## src/design/spis_defs.svh

```systemverilog
`ifndef SPIS_DEFS_SVH
`define SPIS_DEFS_SVH

// register byte offset on the apb window
`define SPIS_PIN_LEVELS_ADDR 12'h000
`define SPIS_ADDR_W          12

// field positions inside pin_input_levels
`define SPIS_TGT_OUT_BIT     11
`define SPIS_CTL_OUT_BIT     10
`define SPIS_SCLK_BIT        9
`define SPIS_HSHAKE_BIT      8
`define SPIS_SEL_MSB         7
`define SPIS_SEL_LSB         0
`define SPIS_SEL_W           8
`define SPIS_RSVD_W          20

// which target-select lines exist in this build
`define SPIS_SEL_PRESENT     8'hff

`define SPIS_ZERO32          32'h0000_0000
`define SPIS_ZERO1           1'h0

`endif

```

## src/design/spis_pkg.sv

```systemverilog
package spis_pkg;
    typedef logic [31:0] spis_word_t;
    typedef logic [7:0]  spis_sel_t;
endpackage

```

## src/design/spis_pin_sampler.sv

```systemverilog
// Design decisions made here: the APB slave port and the address map.
`timescale 1ns/1ps
`include "spis_defs.svh"

module spis_pin_sampler
(
    input  wire logic              mclk_in,
    input  wire logic              rst_b_in,
    input  wire logic              psel_in,
    input  wire logic              penable_in,
    input  wire logic              pwrite_in,
    input  wire logic [11:0]       paddr_in,
    input  wire logic [31:0]       pwdata_in,
    input  wire logic [3:0]        pstrb_in,
    input  wire logic              target_out_data_line_in,
    input  wire logic              controller_out_data_line_in,
    input  wire logic              serial_clock_line_in,
    input  wire logic              enable_handshake_line_in,
    input  wire spis_pkg::spis_sel_t target_select_line_in,
    output logic [31:0]            prdata_out,
    output logic                   pready_out,
    output logic                   pslverr_out
);

////////////////////////////////////////////////////////////////////////////////
// synchronisers: each pin level passes two flops before software may see it

    logic                      tgt_out_sync;
    logic                      ctl_out_sync;
    logic                      sclk_sync;
    logic                      hshake_sync;
    wire spis_pkg::spis_sel_t  sel_sync;

    // limitation: a pin pulse shorter than one clock period may never be seen
    // readback lags the pin by two to three clock cycles
    // no reset on these flops; see the note at spis_sync2
    // sampled whatever the pin is doing, so a line driven by this device reads back too
    spis_sync2
    #(
        .WIDTH (1)
    )
    i_spis_sync2_tgt_out
    (
        .mclk_in (mclk_in),
        .d_in    (target_out_data_line_in),
        .q_out   (tgt_out_sync)
    );

    spis_sync2
    #(
        .WIDTH (1)
    )
    i_spis_sync2_ctl_out
    (
        .mclk_in (mclk_in),
        .d_in    (controller_out_data_line_in),
        .q_out   (ctl_out_sync)
    );

    spis_sync2
    #(
        .WIDTH (1)
    )
    i_spis_sync2_sclk
    (
        .mclk_in (mclk_in),
        .d_in    (serial_clock_line_in),
        .q_out   (sclk_sync)
    );

    spis_sync2
    #(
        .WIDTH (1)
    )
    i_spis_sync2_hshake
    (
        .mclk_in (mclk_in),
        .d_in    (enable_handshake_line_in),
        .q_out   (hshake_sync)
    );

    // one synchroniser per select line: the lines are unrelated, no common word is implied
    genvar sel_idx;
    generate
        for (sel_idx = 0; sel_idx < `SPIS_SEL_W; sel_idx++)
        begin : g_sel_sync
            spis_sync2
            #(
                .WIDTH (1)
            )
            i_spis_sync2_sel
            (
                .mclk_in (mclk_in),
                .d_in    (target_select_line_in[sel_idx]),
                .q_out   (sel_sync[sel_idx])
            );
        end
    endgenerate

////////////////////////////////////////////////////////////////////////////////
// register image

    // select bits of absent lines are masked here, not in the synchroniser
    wire                       tgt_out_level = tgt_out_sync;
    wire                       ctl_out_level = ctl_out_sync;
    wire                       sclk_level    = sclk_sync;
    wire                       hshake_level  = hshake_sync;
    wire spis_pkg::spis_sel_t  sel_levels    = sel_sync & `SPIS_SEL_PRESENT;
    spis_pkg::spis_word_t      level_word;

    // the word is combinational; it is registered once, in the read-data flop
    always_comb
    begin
        level_word                                = `SPIS_ZERO32;
        level_word[`SPIS_TGT_OUT_BIT]             = tgt_out_level;
        level_word[`SPIS_CTL_OUT_BIT]             = ctl_out_level;
        level_word[`SPIS_SCLK_BIT]                = sclk_level;
        level_word[`SPIS_HSHAKE_BIT]              = hshake_level;
        level_word[`SPIS_SEL_MSB:`SPIS_SEL_LSB]   = sel_levels;
    end

////////////////////////////////////////////////////////////////////////////////
// apb slave: one wait-free access phase; writes are dropped

    wire setup_phase = psel_in & ~penable_in;
    // only one word is decoded; every other address is an error
    wire hit         = (paddr_in == `SPIS_PIN_LEVELS_ADDR);
    wire rd_hit      = setup_phase & ~pwrite_in & hit;
    // a write to the read-only word or any unmapped address flags an error
    // pslverr is a local choice: a refused write is reported, not silently dropped
    wire bad_access  = setup_phase & (pwrite_in | ~hit);
    // pwdata and pstrb are not decoded: nothing in this block is writable
    // next values of the three bus outputs
    wire                       next_pready  = setup_phase;
    wire                       next_pslverr = bad_access;
    wire spis_pkg::spis_word_t next_prdata  = rd_hit ? level_word : `SPIS_ZERO32;

    // ready strobes for exactly the access-phase cycle
    always_ff @(posedge mclk_in or negedge rst_b_in)
    begin
        if (!rst_b_in)
        begin
            pready_out <= `SPIS_ZERO1;
        end
        else
        begin
            pready_out <= next_pready;
        end
    end

    // error answer for writes and unmapped reads; it stands with ready only
    always_ff @(posedge mclk_in or negedge rst_b_in)
    begin
        if (!rst_b_in)
        begin
            pslverr_out <= `SPIS_ZERO1;
        end
        else
        begin
            pslverr_out <= next_pslverr;
        end
    end

    // read data is zero outside a hit so the bus never sees stale levels
    always_ff @(posedge mclk_in or negedge rst_b_in)
    begin
        if (!rst_b_in)
        begin
            prdata_out <= `SPIS_ZERO32;
        end
        else
        begin
            prdata_out <= next_prdata;
        end
    end

endmodule // spis_pin_sampler

////////////////////////////////////////////////////////////////////////////////
// two-flop synchroniser for asynchronous pin levels
// no reset: the pin level has no defined value until it has been sampled,
// and a reset here would only hide that for two cycles
module spis_sync2
#(
    parameter int WIDTH = 1
)
(
    input  wire logic             mclk_in,
    input  wire logic [WIDTH-1:0] d_in,
    output logic      [WIDTH-1:0] q_out
);

    // meta may go metastable; it settles within the following period
    logic [WIDTH-1:0] meta;

    // only q_out may read meta; a second reader would see an unsettled value
    always_ff @(posedge mclk_in)
    begin
        meta  <= d_in;
        q_out <= meta;
    end

endmodule // spis_sync2

```

## config.mk

```make
export PLATFORM = sky130hd
export DESIGN_NAME = spis_pin_sampler
export DESIGN_NICKNAME = d
export VERILOG_FILES = /design/src/design/spis_pkg.sv /design/src/design/spis_pin_sampler.sv
export VERILOG_INCLUDE_DIRS = /design/src /design/src/design
export SDC_FILE = /design/constraint.sdc
export NUM_CORES = 1
export LEC_CHECK = 0
export ABC_AREA = 0
export BUFFER_PORTS_ARGS = -buffer_cell sky130_fd_sc_hd__buf_2
export CORE_MARGIN = 4
export CORE_UTILIZATION = 38
export CTS_BUF_LIST = sky130_fd_sc_hd__clkbuf_2 sky130_fd_sc_hd__clkbuf_4 sky130_fd_sc_hd__clkbuf_8
export DETAILED_ROUTE_END_ITERATION = 12
export HOLD_SLACK_MARGIN = 0.03
export PLACE_DENSITY = 0.78
export SLEW_MARGIN = 20
export SYNTH_ARGS = -nofsm -noshare
export SYNTH_HDL_FRONTEND = slang
export SYNTH_SLANG_ARGS = --single-unit
export TNS_END_PERCENT = 20
```

## constraint.sdc

```tcl
create_clock -name mclk_in -period 0.8 [get_ports mclk_in]
set_input_delay 0 -clock mclk_in [delete_from_list [all_inputs] [get_ports mclk_in]]
set_output_delay 0 -clock mclk_in [all_outputs]
set_load 0.03 [all_outputs]
```

==> results.sh, run 1 <==
export IMPL_leakage_nw=0.835
export IMPL_worstSkewPairLatency_ns=0.32
export IMPL_violations="negative setup slack"
export IMPL_antenna_cells=0
export IMPL_end_kind="flip-flop"
export IMPL_arrival_ns=1.22
export IMPL_layout_cells_non_filler=177
export IMPL_crit_chain="buf_2, or4b_4, nor4_4, buf_6, and2_1"
export IMPL_path_max_fanout=12
export IMPL_fp_dieH_um=62.9
export IMPL_clkTransAtPathRegs_ns=0.10
export IMPL_worstSetupPathType="in -> reg"
export IMPL_cts_tree="done"
export IMPL_hold_path_class="in -> reg"
export IMPL_total_power_w=0.00330
export IMPL_cp_num_buf_inv=2
export IMPL_worstSetupStartpointType="input pin"
export IMPL_cpMaxStageDelayCell="or4b_4"
export IMPL_synthCells=81
export IMPL_drt_initial_drc_count=5
export IMPL_outcome="finished, violations left"
export IMPL_row_count=19
export IMPL_rsz0062_at_grt="true"
export IMPL_clock_root_buffer="clkbuf_4"
export IMPL_cts_setup_buffers=0
export IMPL_cts_buffers=5
export IMPL_synth_warnings=0
export IMPL_seq_area_um2=831
export IMPL_yosysUniqueCellTypes=14
export IMPL_dr_pass1_iters=2
export IMPL_hold_viol=0
export IMPL_ant_nets=0
export IMPL_ios=99
export IMPL_grtUsageTotal_pct=11.2
export IMPL_skew_ns=0.00305
export IMPL_fmax_mhz=1040
export IMPL_power_density_nw_per_um2=2010
export IMPL_io_buffers=42
export IMPL_vdd_ir_drop_max_mv=0.859
export IMPL_antenna_found_initial=0
export IMPL_yosysSeqAreaShare_pct=72.5
export IMPL_vias=714
export IMPL_worst_slack_ns=-0.157
export IMPL_syn_area_per_cell_um2=14.1
export IMPL_place_inst=153
export IMPL_grt_ovfl_total=0
export IMPL_multiInputGateArea_um2=236
export IMPL_htreeDepth=2
export IMPL_coreArea_um2=2830
export IMPL_fin_setup_tns_ns=-2.47
export IMPL_finalSetupViolCount=26
export IMPL_cts_max_path_buffers=2
export IMPL_grt_max_degree=15
export IMPL_slowest_delay_ns=0.54
export IMPL_max_cap_violations=0
export IMPL_whs_ns=0.0797
export IMPL_first_global_vias=745
export IMPL_finalCritPeriodShare_pct=120
export IMPL_dieArea_um2=3960
export IMPL_gp_congestion=0.684
export IMPL_grt_pass1_wl_um=3230
export IMPL_timing_final_crit_period_ns=0.957
export IMPL_area_delta_synth_final_pct=43.0
export IMPL_clkSinkCount=38
export IMPL_path_delay_family="simple AND/OR/NAND/NOR gates"
export IMPL_via_per_inst=4.03
export IMPL_start_util_pct=40.5
export IMPL_cp_required_ns=1.06
export IMPL_drive_gt1_share_pct=37.7
export IMPL_synth_seq_cells=38
export IMPL_post_dp_hpwl_um=1280
export IMPL_syn_area_um2=1150
export IMPL_drv_slew=0
export IMPL_wl_per_cell_um=11.4
export IMPL_die_width_um=62.9
export IMPL_wl_um=2020
export IMPL_nets=210
export IMPL_drcViolationCount=0
export IMPL_fillCellCount=215
-- metrics by stage --
stage	area (µm²)	setup WS, ns	util [%]
floorplan	1220	-0.361	-
global placement	1320	-0.479	46.7
detailed placement	1320	-0.498	46.7
CTS	1630	-0.143	57.7
global route	1640	-0.172	57.9
finish	1640	-0.157	57.9
-- worst min-delay path, cell delays in order --
cell	delay (ns)
buf_2	0.08
or4_4	0.12
nor2_1	0.04
a21boi_1	0.12
-- Yosys cell counts --
| cell type | number | area, µm² |
|---|---|---|
| nor3_1 | 1 | 5.00 |
| a21boi_0 | 1 | 7.51 |
| nor2b_1 | 1 | 6.26 |
| nor2_1 | 1 | 3.75 |
| dfxtp_1 | 24 | 480 |
| or4_4 | 1 | 11.3 |
| or3_1 | 1 | 6.26 |
| nor4_4 | 1 | 21.3 |
| buf_4 | 21 | 158 |
| or4_1 | 1 | 7.51 |
| dfrtp_1 | 14 | 350 |
| or4b_1 | 1 | 10.0 |
| conb_1 | 1 | 3.75 |
| and2_1 | 12 | 75.1 |
-- power by group --
part           leakage (nW)  switching, W  internal [W]
registers             0.396     0.0000151       0.00197
logic                 0.401      0.000188      0.000118
clock network        0.0387      0.000549      0.000460
-- cells in the final DEF, fill, tap and decap left out --
cell type / instances
conb_1: 20
dfrtp_1: 14
nor2b_1: 1
or4b_4: 1
or3_1: 1
clkbuf_8: 1
clkbuf_4: 6
a21boi_1: 1
dfxtp_1: 24
nor4_4: 1
clkinv_2: 1
buf_2: 28
or4_4: 2
dlygate4sd3_1: 16
nor2_1: 1
buf_6: 15
nor3_1: 1
and2_1: 12
-- sequential cells by signal (all words and copies together) (netlist names) --
register / flops
prdata_out: 12
g_sel_sync.i_spis_sync2_sel.meta: 8
g_sel_sync.i_spis_sync2_sel.q_out: 8
i_spis_sync2_ctl_out.meta: 1
i_spis_sync2_ctl_out.q_out: 1
i_spis_sync2_hshake.meta: 1
i_spis_sync2_hshake.q_out: 1
i_spis_sync2_sclk.meta: 1
i_spis_sync2_sclk.q_out: 1
i_spis_sync2_tgt_out.meta: 1
i_spis_sync2_tgt_out.q_out: 1
pready_out: 1
pslverr_out: 1
-- logic make-up after synthesis --
group                  Yosys count  share of synthesized area (%)
flip-flops                      38                           72.5
buffers and inverters           21                           13.8
AND/OR/NAND/NOR                 20                           12.8
AO/OA/AOI/OAI                    1                          0.655
other                            1                          0.327
-- layout make-up --
| class | instances | area share [%] |
|---|---|---|
| clock inverters | 1 | 0.305 |
| well taps | 31 | 2.37 |
| clock buffers | 7 | 3.59 |
| flip-flops and latches | 38 | 50.7 |
| repair buffers | 59 | 28.6 |
| multi-input cells | 41 | 14.4 |
-- layer usage --
layer  track usage, %  wire length (µm)  up-vias  share of wire (%)
met5                0                 0        -                  0
met4             9.92                43        0                2.1
met3             3.24               147        4                7.3
met2             20.7              1220       35                 60
met1             9.47               614      333                 30
li1                 -                 -      342                  -
-- final timing paths --
kind / from / endpoint / slack (ns) / cells after the start
setup reg to reg: g_sel_sync[4].i_spis_sync2_sel.q_out / prdata_out[4] / 0.23 / 1
setup / recovery: paddr_in[8] / prdata_out[1] / -0.16 / 5
max in group asynchronous: rst_b_in / prdata_out[4] / 0.49 / 2
hold reg to reg: g_sel_sync[6].i_spis_sync2_sel.meta / g_sel_sync[6].i_spis_sync2_sel.q_out / 0.33 / 0
min in group asynchronous: rst_b_in / prdata_out[6] / 0.09 / 2
hold / removal: paddr_in[0] / pslverr_out / 0.08 / 4
-- what timing repair did --
action                     in CTS  in global routing
setup endpoints to repair      26                 27
hold buffers                   16                  0
gates resized for setup        28                  3
hold endpoints to repair       28                  0
pin swaps                       0                  0
No activity file was read; power rests on OpenSTA's default activity.
==> run 2, diff against run 1 <==
CORE_ASPECT_RATIO = 0.6   (was default)
==> run 2 against run 1 <==
The flow still finishes with violations (negative setup slack). Register-to-register slack about the same. Global-route usage grew 0.75 points. Sequential share of layout area fell by 1.5 points. Core utilization grew 0.93 points. Largest cell class unchanged. Largest power group unchanged. Highest routed layer unchanged.
==> results.sh, run 2 (synthesized netlist as in run 1, its figures left out) <==
export IMPL_layout_common_cells="27 x buf_2, 24 x dfxtp_1, 20 x conb_1"
export IMPL_combPwrFrac_pct=8.7
export IMPL_drive_gt1_share_pct=37.7
export IMPL_violations="negative setup slack"
export IMPL_grt_pass1_wl_um=3290
export IMPL_wl_met2_um=1260
export IMPL_ios=99
export IMPL_cp_startpoint="paddr_in[8]"
export IMPL_top_regs="prdata_out x12, g_sel_sync.i_spis_sync2_sel.meta x8, g_sel_sync.i_spis_sync2_sel.q_out x8"
export IMPL_skew_ns=0.00762
export IMPL_antenna_found_initial=0
export IMPL_arrival_ns=1.24
export IMPL_rsz0062_at_grt="true"
export IMPL_clkPwrFrac_pct=36.6
export IMPL_internal_power_w=0.00282
export IMPL_io_buffers=42
export IMPL_cp_required_ns=1.02
export IMPL_cts_setup_buffers=0
export IMPL_r2r_cells=1
export IMPL_dieArea_um2=3990
export IMPL_via_per_inst=3.83
export IMPL_ant_nets=0
export IMPL_outcome="finished, violations left"
export IMPL_row_count=15
export IMPL_regMostFlops="prdata_out"
export IMPL_clkSinkCount=38
export IMPL_final_common_cell="buf_2"
export IMPL_worstSetupPathType="in -> reg"
export IMPL_start_util_pct=39.9
export IMPL_worstSetupStartpointType="input pin"
export IMPL_wl_um=2240
export IMPL_post_dp_hpwl_um=1460
export IMPL_grtUsageTotal_pct=11.9
export IMPL_vias=720
export IMPL_swShare_pct=22.2
export IMPL_rr_startpoint="i_spis_sync2_ctl_out.q_out"
export IMPL_wl_per_cell_um=11.9
export IMPL_dr_pass1_iters=4
export IMPL_path_max_fanout=12
export IMPL_dp_worst_setup_slack_ns=-0.535
export IMPL_fp_dieH_um=50.5
export IMPL_grt_max_degree=15
export IMPL_top_signal_layer_used="met4"
export IMPL_vdd_ir_drop_max_mv=1.00
export IMPL_cts_max_path_buffers=2
export IMPL_largest_reg_flops=12
export IMPL_seqPwrFrac_pct=54.8
export IMPL_drv_slew=0
export IMPL_reg2reg_slack_ns=0.23
export IMPL_drt_initial_drc_count=45
export IMPL_end_kind="flip-flop"
export IMPL_finalSetupViolCount=15
export IMPL_grt_ovfl_total=0
export IMPL_max_cap_violations=0
export IMPL_gp_congestion=0.705
export IMPL_nets=210
export IMPL_power_density_nw_per_um2=2150
export IMPL_power_switching_w=0.000805
export IMPL_whs_ns=0.0176
export IMPL_hold_viol=0
export IMPL_first_global_vias=727
export IMPL_worst_slack_ns=-0.220
export IMPL_clock_root_buffer="clkbuf_8"
export IMPL_area_delta_synth_final_pct=47.5
export IMPL_timing_final_crit_period_ns=1.02
export IMPL_hold_path_class="in -> reg"
export IMPL_clkTransAtPathRegs_ns=0.07
export IMPL_wl_met1_um=659
export IMPL_leakage_nw=0.849
export IMPL_die_width_um=78.9
export IMPL_drcViolationCount=0
export IMPL_cts_tree="done"
export IMPL_antenna_cells=0
export IMPL_cts_buffers=5
export IMPL_crit_end="prdata_out[4]"
export IMPL_r2r_end="prdata_out[10]"
export IMPL_worstSkewPairLatency_ns=0.28
export IMPL_fmax_mhz=980
export IMPL_coreArea_um2=2870
export IMPL_htreeDepth=2
export IMPL_wl_met3_um=244
export IMPL_finalCritPeriodShare_pct=127
==> run 2: cell counts in the layout (fill, tap and decap cells not counted) <==
Identical to the previous run, type by type.
==> run 2: final cells by class <==
cell class / instances / area, µm²
clock buffers: 7 / 90.1
clock inverters: 1 / 5.00
fillers: 240 / 1180
multi-input cells: 41 / 236
flip-flops and latches: 38 / 831
well taps: 42 / 52.6
repair buffers: 59 / 475
==> run 2: power groups by stage <==
stage / logic, W / clock network, W / registers (W)
after floorplan: 0.000213 / 0 / 0.00203
after global placement: 0.000230 / 0 / 0.00202
after detailed placement: 0.000237 / 0 / 0.00203
after CTS: 0.000307 / 0.00135 / 0.00199
after global routing: 0.000336 / 0.00147 / 0.00199
final: 0.000314 / 0.00133 / 0.00199
==> run 2: worst max-delay path, cell delays in order <==
cell	delay, ns
buf_6	0.09
or4b_4	0.55
nor4_4	0.30
buf_6	0.17
and2_1	0.12
==> run 2: worst min-delay path by stage <==
stage / depth (start not counted) / endpoint / from / slack (ns)
6_report: 3 / pslverr_out / paddr_in[9] / 0.02
5_1_grt: 3 / pslverr_out / paddr_in[9] / 0.04
4_1_cts: 3 / pslverr_out / paddr_in[9] / 0.04
3_5_place_dp: 1 / pslverr_out / rst_b_in / -0.1
3_3_place_gp: 1 / pready_out / rst_b_in / -0.10
2_1_floorplan: 0 / prdata_out[0] / rst_b_in / -0.30
==> run 2: stage by stage <==
stage	setup TNS [ns]	util, %	area [µm²]	instances	total power, W
floorplan	-4.20	-	1220	100	0.00225
global placement	-6.03	46.4	1330	164	0.00225
detailed placement	-6.51	46.4	1330	164	0.00226
CTS	-3.07	58.7	1690	188	0.00365
global route	-3.34	58.9	1690	188	0.00380
finish	-2.51	58.9	1690	188	0.00363
==> run 2: repair_timing <==
action | CTS | global route
setup endpoints to repair | 26 | 27
hold buffers | 16 | 0
pin swaps | 1 | 0
endpoints found under the hold margin | 28 | 0
resized for setup | 30 | 2
==> run 2: routing by layer <==
layer	track usage, %	up-vias
met3	7.71	8
met1	9.85	337
met5	0	-
li1	-	340
met2	21.3	35
met4	7.43	0
